$ cat src/rtl/ebcs_defines.vh
// Constants shared by the external bus and chip-select block.
// Assumes a 100 MHz core clock; included by bare name.
`ifndef EBCS_DEFINES_VH
`define EBCS_DEFINES_VH

// ****************************************************************
// Bus geometry
// ****************************************************************
`define EBCS_ADDR_W 26
`define EBCS_DATA_W 32
`define EBCS_NUM_CS 6

// ****************************************************************
// Timing
// ****************************************************************
`define EBCS_CLK_PERIOD_NS 10
`define EBCS_ASYNC_WAIT_NS 40
`define EBCS_ASYNC_WAIT_CYC ((`EBCS_ASYNC_WAIT_NS + `EBCS_CLK_PERIOD_NS - 1) / `EBCS_CLK_PERIOD_NS)
`define EBCS_ACK_TIMEOUT_CYC 64
`define EBCS_BCLK_HALF_CYC 4
`define EBCS_FIRST_LAT_BCLK 3

// ****************************************************************
// Reset values
// ****************************************************************
`define EBCS_MUX_RESET 1'b0
`define EBCS_CS_IDLE 6'h3f

`endif

$ cat src/rtl/ebcs_top.v
// External bus and chip-select pin engine: asynchronous and burst-read accesses.
// Assumes requests come from logic on ref_clk_in; all pin inputs are asynchronous.
`timescale 1ns/1ps
`default_nettype none
`include "ebcs_defines.vh"

module ebcs_top #(
    parameter integer ASYNC_WAIT = `EBCS_ASYNC_WAIT_CYC,
    parameter integer ACK_TIMEOUT = `EBCS_ACK_TIMEOUT_CYC,
    parameter integer FIRST_LAT = `EBCS_FIRST_LAT_BCLK,
    parameter integer BCLK_HALF = `EBCS_BCLK_HALF_CYC
) (
    input wire ref_clk_in,
    input wire rst_in,
    input wire req_valid_in,
    output reg req_ready_out,
    input wire req_write_in,
    input wire [`EBCS_ADDR_W-1:0] req_addr_in,
    input wire [`EBCS_DATA_W-1:0] req_wdata_in,
    input wire [3:0] req_be_in,
    input wire [2:0] req_cs_in,
    input wire [3:0] req_burst_len_in,
    output reg rsp_valid_out,
    output reg [`EBCS_DATA_W-1:0] rsp_rdata_out,
    output reg rsp_last_out,
    input wire [`EBCS_NUM_CS-1:0] cs_burst_mode_in,
    input wire function_mux_control_in,
    input wire ack_mode_in,
    input wire [1:0] sdram_chip_select_n_in,
    output reg [`EBCS_ADDR_W-1:0] address_out,
    output reg [`EBCS_DATA_W-1:0] data_out,
    output reg data_oe_out,
    input wire [`EBCS_DATA_W-1:0] data_in,
    output reg byte_strobe_lane3_msb_n_out,
    output reg byte_strobe_lane2_n_out,
    output reg byte_strobe_lane1_n_out,
    output reg byte_strobe_lane0_lsb_n_out,
    output reg output_enable_n_out,
    output reg read_write_out,
    output reg [`EBCS_NUM_CS-1:0] chip_select_n_out,
    output reg chip_select4_oe_out,
    input wire chip_select4_pin_in,
    input wire burst_restart_n_in,
    output reg load_burst_address_n_out,
    output wire burst_clock_out
);

    // ****************************************************************
    // States and helpers
    // ****************************************************************
    localparam [3:0] S_IDLE = 4'h1;
    localparam [3:0] S_ASYNC = 4'h2;
    localparam [3:0] S_LATCH = 4'h4;
    localparam [3:0] S_BEAT = 4'h8;

    function [`EBCS_NUM_CS-1:0] cs_decode_n;
        input [2:0] idx;
        integer k;
        begin
            cs_decode_n = `EBCS_CS_IDLE;
            for (k = 0; k < `EBCS_NUM_CS; k = k + 1) begin
                if (idx == k[2:0]) begin
                    cs_decode_n[k] = 1'b0;
                end
            end
        end
    endfunction

    reg [3:0] state_q;
    reg [7:0] cnt_q;
    reg [3:0] beats_q;
    reg [`EBCS_NUM_CS-1:0] cs_int_n_q;
    reg mux_q;
    reg ack_mode_q;
    reg bclk_run_q;
    wire bclk_rise;

    // ****************************************************************
    // Pin synchronisers
    // ****************************************************************
    reg [`EBCS_DATA_W-1:0] din_meta_q, din_q;
    reg ack_meta_q, ack_n_q;
    reg rst_meta_q, restart_n_q;

    always @(posedge ref_clk_in) begin
        din_meta_q <= data_in;
        din_q <= din_meta_q;
        ack_meta_q <= chip_select4_pin_in;
        ack_n_q <= ack_meta_q;
        rst_meta_q <= burst_restart_n_in;
        restart_n_q <= rst_meta_q;
    end

    // ****************************************************************
    // Burst clock
    // ****************************************************************
    ebcs_burst_clk #(
        .HALF_CYC(BCLK_HALF)
    ) u_bclk (
        .ref_clk_in(ref_clk_in),
        .rst_in(rst_in),
        .run_in(bclk_run_q),
        .bclk_out(burst_clock_out),
        .rise_out(bclk_rise)
    );

    // ****************************************************************
    // Chip-select pins and their multiplexing
    // ****************************************************************
    always @(posedge ref_clk_in) begin
        if (rst_in) begin
            mux_q <= `EBCS_MUX_RESET;
            ack_mode_q <= 1'b0;
        end else begin
            // Mode changes only take effect between accesses.
            if (state_q == S_IDLE) begin
                mux_q <= function_mux_control_in;
                ack_mode_q <= ack_mode_in;
            end
        end
    end

    genvar g;
    generate
        for (g = 0; g < `EBCS_NUM_CS; g = g + 1) begin : g_cs
            always @(posedge ref_clk_in) begin
                if (rst_in) begin
                    chip_select_n_out[g] <= 1'b1;
                end else if ((g == 2 || g == 3) && !mux_q) begin
                    chip_select_n_out[g] <= sdram_chip_select_n_in[g % 2];
                end else if (g == 4 && ack_mode_q) begin
                    chip_select_n_out[g] <= 1'b1;
                end else begin
                    chip_select_n_out[g] <= cs_int_n_q[g];
                end
            end
        end
    endgenerate

    always @(posedge ref_clk_in) begin
        if (rst_in) begin
            chip_select4_oe_out <= 1'b1;
        end else begin
            // The pin turns around to an input while acknowledge mode is on.
            chip_select4_oe_out <= ~ack_mode_q;
        end
    end

    // ****************************************************************
    // Access sequencer
    // ****************************************************************
    always @(posedge ref_clk_in) begin
        if (rst_in) begin
            state_q <= S_IDLE;
            cnt_q <= 8'h00;
            beats_q <= 4'h0;
            cs_int_n_q <= `EBCS_CS_IDLE;
            bclk_run_q <= 1'b0;
            req_ready_out <= 1'b1;
            rsp_valid_out <= 1'b0;
            rsp_rdata_out <= 32'h00000000;
            rsp_last_out <= 1'b0;
            address_out <= 26'h0000000;
            data_out <= 32'h00000000;
            data_oe_out <= 1'b0;
            byte_strobe_lane3_msb_n_out <= 1'b1;
            byte_strobe_lane2_n_out <= 1'b1;
            byte_strobe_lane1_n_out <= 1'b1;
            byte_strobe_lane0_lsb_n_out <= 1'b1;
            output_enable_n_out <= 1'b1;
            read_write_out <= 1'b1;
            load_burst_address_n_out <= 1'b1;
        end else begin
            rsp_valid_out <= 1'b0;
            rsp_last_out <= 1'b0;
            case (state_q)
                S_IDLE: begin
                    if (req_valid_in && req_ready_out) begin
                        req_ready_out <= 1'b0;
                        address_out <= req_addr_in;
                        cs_int_n_q <= cs_decode_n(req_cs_in);
                        if (req_write_in) begin
                            read_write_out <= 1'b0;
                            data_out <= req_wdata_in;
                            data_oe_out <= 1'b1;
                            byte_strobe_lane3_msb_n_out <= ~req_be_in[3];
                            byte_strobe_lane2_n_out <= ~req_be_in[2];
                            byte_strobe_lane1_n_out <= ~req_be_in[1];
                            byte_strobe_lane0_lsb_n_out <= ~req_be_in[0];
                        end else begin
                            read_write_out <= 1'b1;
                            output_enable_n_out <= 1'b0;
                            byte_strobe_lane3_msb_n_out <= 1'b0;
                            byte_strobe_lane2_n_out <= 1'b0;
                            byte_strobe_lane1_n_out <= 1'b0;
                            byte_strobe_lane0_lsb_n_out <= 1'b0;
                        end
                        // Writes and async selects never start the burst clock.
                        if (!req_write_in && cs_burst_mode_in[req_cs_in] && req_burst_len_in != 4'h0) begin
                            load_burst_address_n_out <= 1'b0;
                            bclk_run_q <= 1'b1;
                            cnt_q <= FIRST_LAT[7:0];
                            beats_q <= req_burst_len_in;
                            state_q <= S_LATCH;
                        end else begin
                            load_burst_address_n_out <= 1'b1;
                            bclk_run_q <= 1'b0;
                            cnt_q <= ASYNC_WAIT[7:0];
                            state_q <= S_ASYNC;
                        end
                    end
                end
                S_ASYNC: begin
                    if (cnt_q != 8'h00) begin
                        cnt_q <= cnt_q - 8'h01;
                    end
                    // In acknowledge mode the peripheral ends the access; a missing acknowledge stalls the engine.
                    if (cnt_q == 8'h00 && (!ack_mode_q || !ack_n_q)) begin
                        if (read_write_out) begin
                            rsp_valid_out <= 1'b1;
                            rsp_rdata_out <= din_q;
                        end
                        rsp_last_out <= 1'b1;
                        state_q <= S_IDLE;
                    end else if (ack_mode_q && cnt_q == 8'h00) begin
                        cnt_q <= 8'hff - ACK_TIMEOUT[7:0];
                    end
                end
                S_LATCH: begin
                    if (!restart_n_q) begin
                        load_burst_address_n_out <= 1'b0;
                        cnt_q <= FIRST_LAT[7:0];
                    end else if (bclk_rise) begin
                        load_burst_address_n_out <= 1'b1;
                        if (cnt_q == 8'h01) begin
                            state_q <= S_BEAT;
                        end
                        cnt_q <= cnt_q - 8'h01;
                    end
                end
                S_BEAT: begin
                    if (!restart_n_q) begin
                        // A restart resumes at the next unread word with a fresh long first access.
                        load_burst_address_n_out <= 1'b0;
                        cnt_q <= FIRST_LAT[7:0];
                        state_q <= S_LATCH;
                    end else if (bclk_rise) begin
                        rsp_valid_out <= 1'b1;
                        rsp_rdata_out <= din_q;
                        address_out <= address_out + 26'h0000001;
                        beats_q <= beats_q - 4'h1;
                        if (beats_q == 4'h1) begin
                            rsp_last_out <= 1'b1;
                            bclk_run_q <= 1'b0;
                            state_q <= S_IDLE;
                        end
                    end
                end
                default: begin
                    state_q <= S_IDLE;
                end
            endcase
            if (state_q != S_IDLE && state_q != 4'h0) begin
                if ((state_q == S_ASYNC && cnt_q == 8'h00 && (!ack_mode_q || !ack_n_q)) ||
                    (state_q == S_BEAT && restart_n_q && bclk_rise && beats_q == 4'h1)) begin
                    cs_int_n_q <= `EBCS_CS_IDLE;
                    req_ready_out <= 1'b1;
                    data_oe_out <= 1'b0;
                    output_enable_n_out <= 1'b1;
                    read_write_out <= 1'b1;
                    byte_strobe_lane3_msb_n_out <= 1'b1;
                    byte_strobe_lane2_n_out <= 1'b1;
                    byte_strobe_lane1_n_out <= 1'b1;
                    byte_strobe_lane0_lsb_n_out <= 1'b1;
                    load_burst_address_n_out <= 1'b1;
                end
            end
        end
    end

endmodule // ebcs_top
`default_nettype wire

$ cat src/rtl/ebcs_burst_clk.v
// Burst clock divider for the external bus block.
// Assumes one core clock; the burst clock is a flop output, low while stopped.
`timescale 1ns/1ps
`default_nettype none
`include "ebcs_defines.vh"

module ebcs_burst_clk #(
    parameter integer HALF_CYC = `EBCS_BCLK_HALF_CYC
) (
    input wire ref_clk_in,
    input wire rst_in,
    input wire run_in,
    output reg bclk_out,
    output reg rise_out
);

    reg [7:0] cnt_q;

    always @(posedge ref_clk_in) begin
        rise_out <= 1'b0;
        if (rst_in || !run_in) begin
            // Stopping forces the clock low at once, which cuts short a high phase already under way.
            cnt_q <= 8'h00;
            bclk_out <= 1'b0;
        end else if (cnt_q == HALF_CYC[7:0] - 8'h01) begin
            cnt_q <= 8'h00;
            bclk_out <= ~bclk_out;
            rise_out <= ~bclk_out;
        end else begin
            cnt_q <= cnt_q + 8'h01;
        end
    end

endmodule // ebcs_burst_clk
`default_nettype wire

$ cat config.mk
export PLATFORM = sky130hd
export DESIGN_NAME = ebcs_top
export DESIGN_NICKNAME = d
export VERILOG_FILES = /design/src/rtl/ebcs_top.v /design/src/rtl/ebcs_burst_clk.v
export VERILOG_INCLUDE_DIRS = /design/src /design/src/rtl
export SDC_FILE = /design/constraint.sdc
export NUM_CORES = 1
export LEC_CHECK = 0
export ABC_AREA = 1
export ABC_CLOCK_PERIOD_IN_PS = 4900
export BUFFER_PORTS_ARGS = -buffer_cell sky130_fd_sc_hd__buf_4
export CAP_MARGIN = 40
export CORE_MARGIN = 4
export CORE_UTILIZATION = 55
export CTS_BUF_LIST = sky130_fd_sc_hd__clkbuf_8 sky130_fd_sc_hd__clkbuf_16
export DETAILED_ROUTE_END_ITERATION = 6
export PLACE_DENSITY_LB_ADDON = 0.25
export REMOVE_ABC_BUFFERS = 1
export SETUP_SLACK_MARGIN = 0.15
export SLEW_MARGIN = 20
export SYNTH_ARGS = -nofsm -noshare
export SYNTH_HDL_FRONTEND = slang
export SYNTH_HIERARCHICAL = 1
export SYNTH_SLANG_ARGS = --single-unit
$ cat constraint.sdc
create_clock -name ref_clk_in -period 4.9 [get_ports ref_clk_in]
set_input_delay 0.98 -clock ref_clk_in [delete_from_list [all_inputs] [get_ports ref_clk_in]]
set_output_delay 0.98 -clock ref_clk_in [all_outputs]
set_load 0.05 [all_outputs]
==> run_results.csv, run 1 <==
group,metric,value,unit
routing,drc,0,
critical_path,path_buf_inv,3,
critical_path,path_depth,9,
routing,dr.pass1.iters,5,
sta,rsz0062_at_grt,"false",
synthesis,syn_area,0.00816,mm2
finish,final_net_count,1400,
pwr,sw_frac_of_total,40.8,%
routing,vias,7597,
floorplanning,dieArea,0.0168,mm2
critical_path,startpoint_type,"flop",
cts,htreeDepth,1,
pwr,clock_power_share,26.7,%
sta,fin_skew,15.6,ps
synthesis,synth_ff_type,"dfxtp_1",
finish,fill_cells,1173,
routing,ant_nets,0,
sta,setup_viol_count_final,0,
critical_path,r2r_cells,9,
pwr,sequentialPowerShare,36.1,%
sta,fmax,380,MHz
routing,viasPerCell,5.15,
sta,setup_ws,2270,ps
floorplanning,fp.dieH,130,um
cts,post_cts_buffers,0,
synthesis,synth.ff_latch_count,211,
sta,max_slew_margin,54.9,%
cts,cts.sinks,211,
sta,drv_slew,0,
critical_path,critPathRequiredTime,5340,ps
floorplanning,ios,226,
floorplanning,core_area,0.0145,mm2
worst_hold_path,hold_class,"flop to flop",
floorplanning,fp.dieW,130,um
pwr,p_leak,4.80,nW
sta,fin_crit_sh,53.8,%
synthesis,ys_seq_area_share,51.8,%
routing,wl,22200,um
place,post-place-ws,1980,ps
cts,hold_buffers,0,
pwr,irDropWorstVdd,371,uV
pwr,comb_power_share,37.2,%
cts,root_buffer,"clkbuf_16",
finish,diodes,0,
critical_path,endpoint_kind,"flop",
worst_hold_path,min_delay_path_depth,0,
sta,finalHoldViolCount,0,
critical_path,worst-path-max-fanout,37,
finish,drive_above_1_share,25.0,%
synthesis,netlist_instances,1067,
place,place.gp.congestion,0.900,
grt,overflow,0,
place,numPortBuffers,225,
floorplanning,rows,44,
grt,grt_use_total,25.5,%
sta,timing.hold.ws,319,ps
routing,first_iter_violations,515,
grt,grt_pass1_wl,35100,um
cts,clockBufferDepth,3,
cts,cts_resized,0,
sta,worst_pin_slew,676,ps
critical_path,worstPathArrival,3080,ps
finish,syn2layout_area_growth,30.7,%
pwr,p_int,3.77,mW
cts,cts_tree,"built",
run_status,status,"finished clean",
synthesis,async_flop_share,0,%
floorplanning,start_util,56.1,%
cts,cts_buffers,22,
synthesis,synth_cell_types,37,
critical_path,critPathKind,"flop to flop",
critical_path,path_cells,"nor2_4 -> nand3_4 -> inv_4 -> nand3_2 -> inv_2 -> nand2_2 -> inv_2 -> nor2_1 -> nor2_1",
grt,grt_start_max_net_pins,53,
sta,fin_setup_tns,0,ps
flow_run,max_cap_viol_count,0,
routing,routedWlPerCell,15.1,um
critical_path,cp_slowest_stage_delay,630,ps
cts,insertion_delay,510,ps
synthesis,ys_warn_count,6,
place,dp_hpwl,15400,um
synthesis,synth-edff-count,0,
critical_path,crit_path_top_delay_cell,"inv_2",
critical_path,crit_family,"simple AND/OR/NAND/NOR gates",
sta,fin_crit,2630,ps
synthesis,synth_area_per_cell,7.64,um2
pwr,power_per_cell_area,598,mW/mm2
grt,antenna_found_initial,0,
grt,grt_pass1_vias,7152,
cts,clk_pin_slew,60,ps
pwr,switchingPower,2.60,mW
## metrics by stage
stage | instance area, um2 | utilization, % | power (mW) | std cells
CTS | 10600 | 73.2 | 6.40 | 1474
finish | 10700 | 73.4 | 6.37 | 1475
global placement | 9870 | 67.9 | 4.63 | 1436
floorplan | 7950 | - | 3.95 | 1026
global route | 10700 | 73.4 | 6.72 | 1475
detailed placement | 9870 | 67.9 | 4.68 | 1436
## power groups by stage
stage	logic (mW)	clock network (mW)	registers, mW
CTS	2.38	1.73	2.30
global route	2.57	1.80	2.34
global placement	2.31	0	2.32
detailed placement	2.35	0	2.33
floorplan	0.998	0	2.96
finish	2.37	1.70	2.30
## area by class of cell
| type | instances | area, um2 | share of cell area, % |
|---|---|---|---|
| flip-flops and latches | 211 | 4220 | 39.6 |
| repair buffers | 227 | 1720 | 16.1 |
| clock buffers | 28 | 633 | 5.94 |
| multi-input cells | 754 | 3490 | 32.7 |
| inverters | 61 | 234 | 2.19 |
| clock inverters | 10 | 135 | 1.27 |
| well taps | 184 | 230 | 2.16 |
## sequential cells by signal, summed over array words and instances, names as in the netlist, 4 cells and up
| signal | cells |
|---|---|
| address_out | 26 |
| beats_q | 4 |
| chip_select_n_out | 6 |
| cnt_q | 8 |
| cs_int_n_q | 6 |
| data_out | 32 |
| din_meta_q | 32 |
| din_q | 32 |
| rsp_rdata_out | 32 |
| state_q | 4 |
| u_bclk/cnt_q | 8 |
## final timing paths
kind / endpoint / from / slack (ps)
max: data_out[10] / state_q[3] / 2270
min: din_q[29] / din_meta_q[29] / 320
max reg2reg: data_out[10] / state_q[3] / 2270
min reg2reg: din_q[29] / din_meta_q[29] / 320
## cell usage in the layout, fill, tap and decap left out, types with 7 or more instances in the layout
cell type    n
dfxtp_1    211
inv_1       47
clkbuf_16   22
a31oi_1      8
or2_2        9
nand2_1    222
buf_4      226
o21ai_1     18
nand3_1     50
o211ai_1     8
nand3b_1     9
a21oi_1     48
inv_2       13
o21ai_0     84
nor2_2      11
nand2_2      7
nor2_1     233
## kinds of logic (layout without fill, tap and decap cells)
family | after synthesis | count (layout) | share of synthesized area [%]
xor gates and xnor gates | 8 | 8 | 0.859
adders and majority gates | 6 | 6 | 0.921
AOI/OAI and AO/OA | 174 | 174 | 11.3
DFF | 211 | 211 | 51.8
buffers and inverters | 102 | 326 | 5.42
and+or+nand+nor | 566 | 566 | 29.7
## layer usage
layer | global-route usage (%) | wire, um
met5 | 0 | 0
met4 | 7.15 | 620
met3 | 8.72 | 2120
met2 | 43.8 | 10900
met1 | 30.4 | 8610
## cell usage after synthesis, types with 7 or more instances
master	number	share of area, %
buf_4	7	0.64
nor2_1	233	11
nand2_2	7	0.54
clkbuf_1	15	0.69
or2_2	9	0.69
a31oi_1	8	0.61
nand3b_1	9	0.83
o211ai_1	8	0.74
nand2_1	222	10
nor2_2	11	0.84
o21ai_1	18	1.1
inv_2	12	0.55
dfxtp_1	211	52
a21oi_1	48	2.9
o21ai_0	84	5.2
nand3_1	50	3.1
inv_1	47	2.2
buf_2	16	0.98
## worst register-to-register path, cell delays in order (launching register included)
cell and delay (ps):
dfxtp_1 370, nor2_4 130, nand3_4 140, inv_4 140, nand3_2 320, inv_2 180
nand2_2 380, inv_2 650, nor2_1 120, nor2_1 150
(Power assumes the default switching activity.)
==> run 2, diff against run 1 <==
- ABC_CLOCK_PERIOD_IN_PS: 4900 -> 2680
- CORE_UTILIZATION: 55 -> 52
- clock period: 4.9 -> 2.68 ns (I/O delays scaled with it)
==> run 2 against run 1 <==
- final cell count up 2.4%
- via count down 0.38%
- sequential cell count unchanged
- global-route usage down 1.4 points
- count of clock-buffer cells in the layout down 3
- critical path depth unchanged
- critical path type unchanged
- largest cell class unchanged
==> run_results.csv, run 2 (synthesized netlist as in run 1, its figures left out) <==
group,metric,value,unit
floorplanning,start_util,53.4,%
cts,clockBufferDepth,3,
critical_path,critPathKind,"flop to flop",
critical_path,endpoint_kind,"flop",
finish,final_net_count,1408,
routing,first_iter_violations,439,
sta,setup_viol_count_final,0,
floorplanning,fp.dieW,133,um
run_status,status,"finished clean",
grt,grt_pass1_wl,35500,um
worst_hold_path,min_from,"data_in[15]",
critical_path,startpoint_type,"flop",
critical_path,r2r-start,"state_q[0]",
cts,cts.sinks,211,
pwr,power.total,11.7,mW
sta,timing.hold.ws,139,ps
cts,post_cts_buffers,0,
cts,cts_tree,"built",
worst_hold_path,hold_class,"input pin to flop",
place,dp_hpwl,15500,um
routing,routedWlPerCell,14.6,um
cts,insertion_delay,500,ps
place,placed_cells,1472,
sta,finalHoldViolCount,0,
cts,clk_pin_slew,60,ps
place,placed_area,0.00998,mm2
finish,drive_above_1_share,25.3,%
grt,grt_start_max_net_pins,48,
finish,finish.instance_area,0.0107,mm2
worst_hold_path,min_delay_path_depth,1,
pwr,irDropWorstVdd,847,uV
sta,fin_crit,2120,ps
grt,antenna_found_initial,0,
pwr,p_leak,4.84,nW
finish,final_common_cell,"buf_4",
routing,vias,7568,
routing,dr.pass1.iters,5,
floorplanning,core_area,0.0153,mm2
finish,diodes,0,
sta,worst_pin_slew,672,ps
cts,cts_resized,0,
floorplanning,fp.dieH,133,um
flow_run,max_cap_viol_count,0,
sta,max_slew_margin,55.1,%
routing,drc,0,
finish,final_cell_mix,"buf_4 (235), nor2_1 (233), nand2_1 (222)",
critical_path,worst-path-max-fanout,47,
sta,fin_skew,8.37,ps
sta,rsz0062_at_grt,"false",
grt,overflow,0,
place,numPortBuffers,225,
sta,fin_crit_sh,79.0,%
grt,grt_use_total,24.1,%
cts,root_buffer,"clkbuf_16",
cts,htreeDepth,1,
grt,grt_pass1_vias,7099,
routing,ant_nets,0,
routing,viasPerCell,5.01,
cts,cts_buffers,22,
sta,fin_setup_tns,0,ps
critical_path,startpoint,"state_q[0]",
routing,wl,22100,um
floorplanning,rows,45,
critical_path,worstPathArrival,2500,ps
pwr,power_per_cell_area,1090,mW/mm2
sta,drv_slew,0,
finish,final_cells,1510,
floorplanning,dieArea,0.0178,mm2
cts,hold_buffers,0,
place,place.gp.congestion,0.902,
critical_path,critPathRequiredTime,3070,ps
sta,fmax,472,MHz
floorplanning,ios,226,
critical_path,r2r_cells,9,
finish,syn2layout_area_growth,31.6,%
==> run 2: cell count changes in the layout (fill, tap and decap cells not counted), sizes merged <==
cell,before,now
clkinvlp,3,2
bufinv,2,3
clkbuf,28,25
inv,62,65
buf,227,235
==> run 2: power by group <==
group          leakage, nW  switching [mW]  internal, mW  total (mW)
sequential            1.74           0.500          3.69        4.19
clock                0.377            1.24          1.91        3.14
combinational         2.72            3.01          1.36        4.37
total                 4.84            4.74          6.96        11.7
==> run 2: per-layer routing <==
layer | vias up | wire length, um | part of all wire [%] | global-route usage (%)
met2 | 287 | 10400 | 47 | 40.2
li1 | 3861 | - | - | -
met1 | 3387 | 9110 | 41 | 29.9
met5 | - | 0 | 0 | 0
met4 | 0 | 430 | 1.9 | 5.83
met3 | 33 | 2180 | 9.9 | 8.69
==> run 2: layout make-up <==
| cell class | instances | area, um2 |
|---|---|---|
| clock buffers | 25 | 603 |
| clock inverters | 13 | 153 |
| fillers | 1232 | 4530 |
| inverters | 61 | 234 |
| multi-input cells | 754 | 3490 |
| flip-flops and latches | 211 | 4220 |
| well taps | 211 | 264 |
| repair buffers | 235 | 1760 |
==> run 2: critical path: stages, from the launching register on <==
cell and delay [ps]:
dfxtp_1 370, nor2_4 160, nand3_4 280, inv_2 190, buf_4 430, nand3_1 180, nand3_1 120, nor2_1 80
o21ai_0 150, nor2_1 60
==> run 2: per-stage QoR <==
stage / setup slack (ps) / utilization [%]
floorplan: 560 / -
global placement: 668 / 65.4
detailed placement: 601 / 65.4
CTS: 581 / 70.3
global route: 357 / 70.3
finish: 563 / 70.3
==> run 2: worst paths after layout <==
| path | end | slack, ps |
|---|---|---|
| hold reg to reg | din_q[29] | 320 |
| setup / recovery | state_q[2] | 560 |
| hold / removal | din_meta_q[15] | 140 |
| setup reg to reg | state_q[2] | 560 |
==> run 3, diff against run 2 <==
- ABC_CLOCK_PERIOD_IN_PS: 2680 -> 1900
- CORE_UTILIZATION: 52 -> 47
- clock period: 2.68 -> 1.9 ns (I/O delays scaled with it)
==> run 3 against run 2 <==
- hold slack got worse by 55 ps
- critical path depth increased by 2
- sequential power increased by 41%
- final cell count increased by 4.1%
- worst setup slack got worse by 300 ps
- register-to-register slack got worse by 300 ps
- highest routed layer unchanged
- via count increased by 3.7%
==> run_results.csv, run 3 (synthesized netlist as in run 1, its figures left out) <==
group,metric,value,unit
finish,final_cell_mix,"buf_4 (242), nor2_1 (229), nand2_1 (219)",
grt,antenna_found_initial,0,
sta,timing.hold.ws,84.2,ps
grt,grt_pass1_wl,37300,um
finish,diodes,0,
routing,routedWlPerCell,15.1,um
finish,fill_cells,1404,
routing,drc,0,
critical_path,worst-path-max-fanout,8,
cts,htreeDepth,1,
cts,clockBufferDepth,3,
grt,grt_start_max_net_pins,48,
grt,busiest_layer,"met2",
critical_path,endpoint_kind,"flop",
place,placed_area,0.0101,mm2
grt,grt.met1_usage,27.2,%
critical_path,crit_path_top_delay_cell,"dfxtp_1",
floorplanning,dieArea,0.0195,mm2
floorplanning,ios,226,
pwr,power_per_cell_area,1480,mW/mm2
critical_path,startpoint,"cnt_q[1]",
cts,cts.sinks,211,
run_status,status,"finished clean",
floorplanning,start_util,48.5,%
floorplanning,fp.dieH,140,um
critical_path,r2r_end,"rsp_rdata_out[22]",
routing,wl,23700,um
finish,final_net_count,1459,
sta,worst_pin_slew,378,ps
sta,fin_crit,1640,ps
floorplanning,core_area,0.0168,mm2
pwr,sequentialPowerShare,35.0,%
critical_path,r2r_cells,11,
sta,fmax,611,MHz
sta,rsz0062_at_grt,"true",
place,numPortBuffers,225,
critical_path,cp_slowest_stage_delay,370,ps
sta,setup_viol_count_final,0,
worst_hold_path,hold-path-endpoint,"chip_select_n_out[2]",
cts,cts_buffers,23,
grt,grt_pass1_vias,7494,
finish,drive_above_1_share,27.1,%
cts,clk_pin_slew,70,ps
floorplanning,fp.dieW,140,um
worst_hold_path,min_delay_path_depth,3,
sta,fin_skew,15.8,ps
pwr,p_leak,5.10,nW
finish,final_core_util,67.7,%
cts,cts_tree,"built",
critical_path,r2r-start,"cnt_q[1]",
pwr,comb_power_share,39.0,%
sta,finalHoldViolCount,0,
routing,ant_nets,0,
grt,met3_usage,7.99,%
worst_hold_path,hold_class,"input pin to flop",
place,place.gp.congestion,0.926,
pwr,sw_frac_of_total,40.7,%
finish,finish.instance_area,0.0114,mm2
grt,gr-usage-met2,39.0,%
floorplanning,rows,47,
grt,overflow,0,
critical_path,critPathKind,"flop to flop",
routing,viasPerCell,4.99,
grt,grt_use_total,22.9,%
critical_path,critPathRequiredTime,2290,ps
sta,drv_slew,0,
cts,insertion_delay,500,ps
critical_path,reg2reg_slack,260,ps
routing,first_iter_violations,334,
pwr,irDropWorstVdd,1050,uV
cts,root_buffer,"clkbuf_16",
pwr,switchingPower,6.86,mW
pwr,p_int,10.0,mW
critical_path,worstPathArrival,2020,ps
finish,final_common_cell,"buf_4",
sta,max_slew_margin,74.8,%
routing,dr.pass1.iters,5,
routing,vias,7848,
flow_run,max_cap_viol_count,0,
place,dp_hpwl,15900,um
critical_path,startpoint_type,"flop",
sta,fin_crit_sh,86.1,%
finish,syn2layout_area_growth,39.7,%
worst_hold_path,min_from,"sdram_chip_select_n_in[0]",
critical_path,path_cells,"inv_2 -> ha_2 -> nand2_2 -> inv_2 -> nand3_4 -> inv_4 -> nand3_4 -> nand2_8 -> buf_12 -> o21ai_1 -> nor2_1",
pwr,clock_power_share,26.0,%
run 3: power by group through the flow:
stage / Clock, mW / Sequential, mW / Combinational, mW
finish: 4.38 / 5.90 / 6.58
global route: 4.69 / 6.02 / 7.17
CTS: 4.47 / 5.87 / 6.34
detailed placement: 0 / 5.96 / 6.25
global placement: 0 / 5.95 / 6.17
floorplan: 0 / 7.62 / 2.57
run 3: how the worst max path moves through the flow:
stage	end	cells past startpoint
floorplan	rsp_rdata_out[2]	8
global placement	rsp_rdata_out[8]	11
detailed placement	rsp_rdata_out[17]	11
CTS	address_out[6]	10
global route	rsp_rdata_out[30]	10
finish	rsp_rdata_out[22]	11
run 3: critical path: cells and delay by family (launching register included):
| kind | cells | cell delay [ps] |
|---|---|---|
| compound gates | 1 | 180 |
| fa+ha+maj | 1 | 180 |
| buf+inv | 4 | 340 |
| flops | 1 | 370 |
| simple gates | 5 | 440 |
run 3: metal layers:
| layer | part of all wire [%] | vias to the layer above |
|---|---|---|
| li1 | - | 3964 |
| met1 | 40 | 3556 |
| met2 | 48 | 274 |
| met3 | 9.1 | 54 |
| met4 | 2.7 | 0 |
| met5 | 0 | - |
run 3: timing repair:
action	CTS	global route
pin swaps	0	3
setup endpoints to repair	33	95
hold buffers	34	0
gates resized for setup	4	36
hold endpoints to repair	34	0
cloned	0	4
setup buffers	0	3
run 3: layout make-up:
| type | count | area [um2] | area share (%) |
|---|---|---|---|
| tap | 220 | 275 | 2.42 |
| timing repair buffer | 284 | 2310 | 20.3 |
| clock buffer | 26 | 617 | 5.42 |
| multi-input combinational | 755 | 3570 | 31.4 |
| inverter | 61 | 246 | 2.16 |
| clock inverter | 15 | 136 | 1.20 |
| sequential | 211 | 4230 | 37.2 |
run 3: per-stage QoR:
stage               TNS (ps)  total power [mW]  worst slack, ps  std cells
finish                     0              16.9              263       1572
global route               0              17.9              125       1572
CTS                        0              16.7              153       1565
detailed placement         0              12.2             79.7       1490
global placement           0              12.1              130       1490
floorplan             -12040              10.2             -220       1026
